===== config.mk =====
export PLATFORM = sky130hd
export DESIGN_NAME = ramp_zone
export DESIGN_NICKNAME = d
export VERILOG_FILES = /design/src/hdl/ramp_zone_pkg.sv /design/src/hdl/step_timer.sv /design/src/hdl/ramp_zone.sv
export SDC_FILE = /design/constraint.sdc
export NUM_CORES = 1
export LEC_CHECK = 0
export BUFFER_PORTS_ARGS = -buffer_cell sky130_fd_sc_hd__buf_2
export CAP_MARGIN = 10
export CORE_MARGIN = 1.5
export CORE_UTILIZATION = 40
export CTS_CLUSTER_DIAMETER = 150
export DETAILED_ROUTE_END_ITERATION = 10
export MAX_ROUTING_LAYER = met4
export SLEW_MARGIN = 10
export SYNTH_ARGS = -nofsm -noshare
export SYNTH_HDL_FRONTEND = slang
export SYNTH_SLANG_ARGS = --single-unit

===== constraint.sdc =====
create_clock -name clk_i -period 4.8 [get_ports clk_i]
set_input_delay 0.48 -clock clk_i [delete_from_list [all_inputs] [get_ports clk_i]]
set_output_delay 0.48 -clock clk_i [all_outputs]
set_load 0.02 [all_outputs]

===== src/hdl/ramp_zone_pkg.sv =====
// package with register map, field layout, timing constants and carrier types
// Notes on behaviour
// the ramp register holds a three-bit rise step setting in bits 5..3 and a fall step setting in bits 2..0, bits 7..6 unused.
// step code 000 means 8 us per step, 001 means 1.024 ms, each higher code doubles, up to 32.768 ms at code 110.
// the zone register is read-only and is updated whenever the enabled light input reports entry into a different zone.
// each zone register update pulls the interrupt output low from its released state.
// a host read of the zone register releases the interrupt output, and the host must read it to clear an interrupt.
// bit 3 of the zone register is a change flag set on every zone change and cleared by a read of the register.
// bits 2..0 of the zone register hold the active zone 0 to 4 in binary, bits 7..4 read as zero.
// the ramped brightness is a seven-bit code, 0 meaning off and all ones meaning full scale.
// software must program the four zone limits in strictly increasing order for zone detection to work.
// while the applied brightness differs from its target it moves one code per step interval, using the rise time upward and fall time downward.
package ramp_zone_pkg;
   // register offsets
   localparam logic [7:0] RAMP_RATE_OFS   = 8'h30;
   localparam logic [7:0] ZONE_INFO_OFS   = 8'h40;
   // field positions
   localparam int         RISE_LSB        = 3;
   localparam int         FALL_LSB        = 0;
   localparam int         FLAG_BIT        = 3;
   // reset values and highest zone code
   localparam logic [5:0] RAMP_RESET      = 6'h00;
   localparam logic [2:0] ZONE_RESET      = 3'h0;
   localparam logic [6:0] BRIGHT_RESET    = 7'h00;
   localparam logic [2:0] ZONE_MAX        = 3'h4;
   // timing
   localparam int         CLK_HZ          = 10_000_000;
   localparam int         FAST_STEP_NS    = 8_000;
   localparam int         BASE_STEP_NS    = 1_024_000;
   localparam int         FAST_STEP_CYC   = (FAST_STEP_NS / 100 > 0) ? FAST_STEP_NS / 100 : 1;
   localparam int         BASE_STEP_CYC   = BASE_STEP_NS / (1_000_000_000 / CLK_HZ);
   localparam logic [2:0] STEP_CODE_MAX   = 3'h6;

   // register access from the serial bus front end
   typedef struct packed {
      logic       wr;
      logic       rd;
      logic [7:0] addr;
      logic [7:0] wdata;
   } reg_req_t;

   // zone report from the sensor comparator
   typedef struct packed {
      logic       valid;
      logic [2:0] zone;
   } zone_evt_t;
endpackage


===== src/hdl/step_timer.sv =====
// step interval timer: one-cycle tick each selected step time
`timescale 1ns/1ns
`default_nettype none
module step_timer
   import ramp_zone_pkg::*;
#(
   parameter int BASE_CYC = BASE_STEP_CYC,
   parameter int FAST_CYC = FAST_STEP_CYC
) (
   // clock and reset
   input  wire logic       clk_i,
   input  wire logic       rst_i,
   // control
   input  wire logic       run_i,
   input  wire logic [2:0] code_i,
   // tick
   output logic            tick_o
);
   // refuse step counts that are empty or overflow the 24-bit counter at code 6
   if (BASE_CYC < 1 || FAST_CYC < 1 || FAST_CYC >= 2**24 || BASE_CYC >= 2**19) begin : g_bad_cyc
      $error("step counts out of range");
   end

   typedef struct packed {
      logic [23:0] cnt;
      logic        tick;
   } tmr_t;
   tmr_t r, nxt;
   logic [23:0] limit;

   // code 0 is the fast step, codes 1..6 double from the base step
   always_comb begin
      logic [2:0] c;
      c = (code_i > STEP_CODE_MAX) ? STEP_CODE_MAX : code_i;
      if (c == 3'h0) begin
         limit = 24'(FAST_CYC);
      end else begin
         limit = 24'(BASE_CYC) << (c - 3'h1);
      end
   end

   // count cycles while ramping, tick on the last
   always_comb begin
      nxt = r;
      nxt.tick = 1'b0;
      if (!run_i) begin
         nxt.cnt = 24'h00_0000;
      end else if (r.cnt + 24'h00_0001 >= limit) begin
         nxt.cnt = 24'h00_0000;
         nxt.tick = 1'b1;
      end else begin
         nxt.cnt = r.cnt + 24'h00_0001;
      end
   end

   always_ff @(posedge clk_i or posedge rst_i) begin
      if (rst_i) begin
         r <= '0;
      end else begin
         r <= nxt;
      end
   end

   assign tick_o = r.tick;
endmodule
`default_nettype wire


===== src/hdl/ramp_zone.sv =====
// brightness ramp rate control and ambient zone report with interrupt
`timescale 1ns/1ns
`default_nettype none
module ramp_zone
   import ramp_zone_pkg::*;
#(
   parameter int BASE_CYC = BASE_STEP_CYC
) (
   // clock and reset
   input  wire logic       clk_i,
   input  wire logic       rst_i,
   // register access, same clock as the bus front end
   input  wire reg_req_t   req_i,
   output logic [7:0]      rdata_o,
   // brightness target and applied code
   input  wire logic [6:0] target_i,
   output logic [6:0]      brightness_code_o,
   // zone report from the ambient light input
   input  wire zone_evt_t  zone_i,
   // open-drain interrupt pin, low while enable is high
   output logic            int_o,
   output logic            int_oe_o
);
   typedef struct packed {
      logic [2:0] rise_sel;
      logic [2:0] fall_sel;
      logic [2:0] zone;
      logic       flag;
      logic       int_act;
      logic [6:0] bright;
      logic [7:0] rdata;
   } st_t;
   st_t r, nxt;

   logic       tick;
   logic       up;
   logic       moving;
   logic       zone_rd;
   logic       zone_upd;

   assign up       = target_i > r.bright;
   assign moving   = target_i != r.bright;
   assign zone_rd  = req_i.rd && req_i.addr == ZONE_INFO_OFS;
   // new zone seen only when it differs from the stored one
   assign zone_upd = zone_i.valid && zone_i.zone <= ZONE_MAX
                     && zone_i.zone != r.zone;

   // step interval for the current direction
   step_timer #(
      .BASE_CYC (BASE_CYC),
      .FAST_CYC (FAST_STEP_CYC)
   ) u_timer (
      .clk_i    (clk_i),
      .rst_i    (rst_i),
      .run_i    (moving),
      .code_i   (up ? r.rise_sel : r.fall_sel),
      .tick_o   (tick)
   );

   // register file, ramp and zone state
   always_comb begin
      nxt = r;
      if (req_i.wr && req_i.addr == RAMP_RATE_OFS) begin
         nxt.rise_sel = req_i.wdata[RISE_LSB +: 3];
         nxt.fall_sel = req_i.wdata[FALL_LSB +: 3];
      end
      // read data, captured on the read strobe
      if (req_i.rd) begin
         unique case (req_i.addr)
            RAMP_RATE_OFS: nxt.rdata = {2'b00, r.rise_sel, r.fall_sel};
            ZONE_INFO_OFS: nxt.rdata = {4'h0, r.flag, r.zone};
            default:       nxt.rdata = 8'h00;
         endcase
      end
      // read releases the pin and clears the flag; a new change wins
      if (zone_rd) begin
         nxt.flag    = 1'b0;
         nxt.int_act = 1'b0;
      end
      if (zone_upd) begin
         nxt.zone    = zone_i.zone;
         nxt.flag    = 1'b1;
         nxt.int_act = 1'b1;
      end
      // one code per step toward the target
      if (tick && moving) begin
         nxt.bright = up ? r.bright + 7'h01 : r.bright - 7'h01;
      end
   end

   always_ff @(posedge clk_i or posedge rst_i) begin
      if (rst_i) begin
         r          <= '0;
         r.rise_sel <= RAMP_RESET[5:3];
         r.fall_sel <= RAMP_RESET[2:0];
         r.zone     <= ZONE_RESET;
         r.bright   <= BRIGHT_RESET;
      end else begin
         r <= nxt;
      end
   end

   assign rdata_o           = r.rdata;
   assign brightness_code_o = r.bright;
   assign int_o             = 1'b0;      // constant low, pin driven only by enable
   assign int_oe_o          = r.int_act;
endmodule
`default_nettype wire


# Word-level counts from Yosys, hierarchy flattened
# Cells that the tools add are included.
# Widths: inputs -> output; s select.
# totals
ff_bits	51
in_bits	31
wordCells	40
# op_classes
addsub	4
order_cmp	4
eq_ne	4
shifts	1
muxes	11
n_reduce_logical	7
# ops
op	n
$mux 24	3
$add 24x1->24 const B	1
$ge 24x24->1	1
$shl 14x3->24 const A	1
$pmux 6 s2	1
$eq 8x6->1 const B	1
$eq 8x7->1 const B	1
$add 7x1->7 const B	1
$gt 7x7->1	1
$mux 7	1
$ne 7x7->1	1
$sub 7x1->7 const B	1
$mux 3	2
$logic_and 1x1->1	5
$mux 2	2
$gt 3x3->1 const B	1
$le 3x3->1 const B	1
$logic_not 3->1	1
$ne 3x3->1	1
$sub 3x1->3 const B	1
$mux 1	2
$reduce_bool 2->1	1

# Logic depth before layout (Yosys ltp)
# depth
word_depth	10
mapped_depth	16
depth_no_buf	15

# Modules after synthesis
# From an unflattened synthesis, not the netlist that was laid out.
# unflattened
cells_unflattened	325
area_unflattened_um2	3113.0
# by_module_without_submodules
module	n_inst	cells_per_inst	area_per_inst_um2	seq_area_each_um2
step_timer	1	168	1586.5	625.6
ramp_zone	1	157	1526.5	575.6

# Least setup slack after synthesis
# No wires, ideal clock.
# synth_path
path_kind	input port to flip-flop
startpoint	in target_i[1]
endpoint	reg u_timer.r[8] (netlist name)
setup_ps	80
arrival_time_ps	3901
required_time_ps	4720
path_slack_ps	819
stages	15
path_buffers	1
path_cell_list	ha_1 -> nor2b_1 -> o21ai_0 -> a21oi_1 -> o21ai_1 -> mux2_2 -> nand2b_1 -> ha_1 -> a21oi_1 -> o21ai_0 -> a2111oi_0 -> a41o_1 -> o2111ai_2 -> buf_6 -> nor3b_2
# synth_lines
element	line_no	rtl
start: declaration	ramp_zone.sv:16	input wire logic [6:0] target_i,
end signal: assignment	step_timer.sv:60	r <= nxt;
end: declaration	step_timer.sv:28	tmr_t r, nxt;

==> summary.md <==
| Metric | Value |
|---|---|
| Outcome | `completed` |
| R2R Path End | `u_timer.r[13]` |
| Yosys reg bits | `48` |
| Met2 Usage GRT | `27.92%` |
| Critical path class | `flop to flop` |
| Final Net Count | `451` |
| Critical Path Start Type | `flop` |
| Drt pass-1 iters | `5` |
| Hold Vio Cnt, Final | `0` |
| H-tree depth | `2` |
| Pin count of the biggest net entering global routing | `49` |
| Number of fillers in the final layout | `796` |
| Gr busiest metal | `met2` |
| WL/cell | `13.11 µm` |
| Clock skew | `0.01999 ns` |
| Antenna cells | `0` |
| Share of cells above drive strength 1 | `18.48%` |
| Final GP Congestion | `0.8742` |
| Row cnt | `32` |
| Peak Freq | `240.6 MHz` |
| Mean post-synth cell area | `9.009 µm²` |
| Clock-pin slew on the worst setup and hold paths | `0.11 ns` |
| Worst Setup EP | `u_timer.r[13]` |
| Netlist cell types | `49` |
| DIE AREA | `0.008634 mm²` |
| CTS tree | `yes` |
| Crit path required time | `5.05 ns` |
| Initial Util | `41.64%` |
| Minimum clock period | `4.157 ns` |
| Post-synth EDFFs | `0` |
| Routed Antenna Nets | `0` |
| Postcts setup bufs | `0` |
| Max-capacitance violation count | `0` |
| Area grow syn2layout | `11.10%` |
| Clk buf depth | `2` |
| Max Slew Vio Count | `0` |
| Gr usage total | `17.24%` |
| R2R Path Start | `brightness_code_o[1]` |
| Via density | `5.123` |
| Netlist Area Pre-Place | `0.003234 mm²` |
| Most frequent cells after synthesis | `49 x nand2_1, 48 x dfrtp_1, 32 x nor2_1, 25 x ha_1, 21 x xnor2_1` |
| Ys flop type | `dfrtp_1` |
| RSZ-0062 raised after global routing | `false` |
| Async S/R FF share, synth | `100.0%` |
| Port Buf Inserts | `42` |
| HP Class | `input port to flop` |
| Peak VDD IR | `0.0002096 V` |
| Chip Height | `92.92 µm` |
| Worst-case reg-to-reg path depth | `17` |
| Post-Syn Instances | `359` |
| Worst-Skew Late Latency | `0.31 ns` |
| Rel. slew slack | `32.50%` |
| GR Layer Usage met3 | `2.627%` |
| Crit Path Max Fanout | `17` |
| Die X | `92.92 µm` |
| Placed Cells | `489` |
| Number of global-route vias before repair | `2601` |
| DRC violation count after routing | `0` |
| Synthesis warning total | `0` |
| DP HPWL | `4877 µm` |
| Top cell type's share of synthesized area | `37.14%` |
| Post-route insts no fill | `497` |
| Initial antenna violation count | `0` |
| Hold WS | `0.4048 ns` |
| Vias after detailed routing | `2546` |
| Setup Total Neg Slack | `0 ns` |
| Seq/Total Area, Yosys | `37.14%` |
| WP data arrival | `4.41 ns` |
| Fin util | `46.26%` |
| Leakage | `1.701 nW` |
| DR iter-0 viols | `96` |
| Critical Path Sink Type | `flop` |
| CORE AREA | `0.007767 mm²` |
| CTS sink cnt | `48` |
| Critical Path Source | `brightness_code_o[1]` |
| R2R Setup Slk | `0.64 ns` |
| Pwr dens | `406.5 mW/mm²` |
| Count leader, synth | `nand2_1` |
| M1 GR Usage | `22.23%` |
| Most area-hungry cell type in the Yosys netlist | `dfrtp_1` |
| First-pass GRT wire length | `11870 µm` |
| Total grt overflow | `0` |
| I/O pins | `48` |
| Slew @ Worst Pin | `1.011 ns` |
| CTS Buf Count | `5` |
| Largest cells by area after synthesis | `dfrtp_1 37%, ha_1 9.7%, nand2_1 5.7%` |
| Post-CTS Hold Buffers | `0` |
| Final period util | `86.59%` |
| # setup viols final | `0` |
| Clock Tree Root | `clkbuf_8` |
| Routed wire length | `6515 µm` |
[metrics by stage]
stage / setup WS (ns) / power, mW / cell area [µm²]
floorplan: 0.8188 / 1.045 / 3257
global placement: 0.4114 / 1.129 / 3461
detailed placement: 0.2986 / 1.154 / 3461
CTS: 0.3866 / 1.476 / 3582
global route: 0.2090 / 1.588 / 3593
finish: 0.6435 / 1.461 / 3593
[state kept, by name, indices dropped and copies added (netlist names)]
| name | cells |
|---|---|
| brightness_code_o | 7 |
| r | 10 |
| rdata_o | 6 |
| u_timer.r | 24 |
| u_timer.tick_o | 1 |
[final cells by class]
| type | instances | area (µm²) | area share [%] |
|---|---|---|---|
| Timing Repair Buffer | 45 | 232.7 | 6.476 |
| Inverter | 20 | 75.07 | 2.089 |
| Clock buffer | 6 | 82.58 | 2.298 |
| Tap cell | 102 | 127.6 | 3.552 |
| Multi-Input combinational cell | 274 | 1836 | 51.08 |
| Clock inverter | 2 | 38.79 | 1.079 |
| Sequential cell | 48 | 1201 | 33.43 |
[cell usage in the layout (no fill, tap or decap), drive strengths merged, types with 3 or more instances in the layout]
cell type  instances
nand2             49
dfrtp             48
buf               45
nor2              32
ha                25
xnor2             21
inv               20
a21oi             17
o21ai             13
nand3             10
nand4             10
mux2               8
xor2               8
conb               8
nor2b              7
nand2b             7
nor3               6
clkbuf             6
mux2i              5
or2                4
and3               4
and4               4
or4                3
nor4               3
o21a               3
a21o               3
a31oi              3
a211oi             3
[worst min path at each step]
stage	to	startpoint	cells past startpoint
after floorplan	u_timer.r[1]	u_timer.r[1]	1
after global placement	rdata_o[5]	rdata_o[5]	2
after detailed placement	rdata_o[5]	rdata_o[5]	2
after CTS	r[20]	req_i[0]	2
after global routing	r[20]	req_i[0]	2
final	r[20]	req_i[0]	2
[timing repair]
action / 4_1_cts / 5_1_grt
resized for setup: 0 / 1
setup endpoints to repair: 0 / 1
endpoints found under the hold margin: 0 / 0
[critical path, stage by stage (launching register included)]
cell and delay (ns):
dfrtp_1 0.45, inv_1 0.07, ha_1 0.30, nor2b_1 0.14
o21ai_0 0.14, a21oi_1 0.13, o21ai_1 0.14, buf_4 0.23
mux2_2 0.38, nand2b_1 0.16, ha_1 0.31, a21oi_1 0.14
o21ai_0 0.10, a2111oi_0 0.46, a41o_1 0.29, o2111ai_4 0.29
buf_4 0.28, nor2_1 0.11
[per-layer routing]
layer  wire [µm]  share of wire, %  vias to the layer above
li1            -                 -                     1280
met1        3114                48                     1209
met2        3081                47                       47
met3         204               3.1                       10
met4         116               1.8                        0
met5           0                 0                        -
[report_power, final]
part           switching [mW]  internal [mW]
clock                   0.145          0.171
sequential             0.0441          0.453
combinational           0.359          0.290
[cell families after synthesis]
group | after synthesis | share of synthesized area, %
flops | 48 | 37.14
other cells | 2 | 0.2322
fa+ha+maj | 26 | 10.29
mux | 13 | 4.333
xor+xnor | 29 | 7.853
compound gates | 53 | 10.48
buf+inv | 43 | 7.157
simple gates | 145 | 22.51
(Power assumes the default switching activity.)
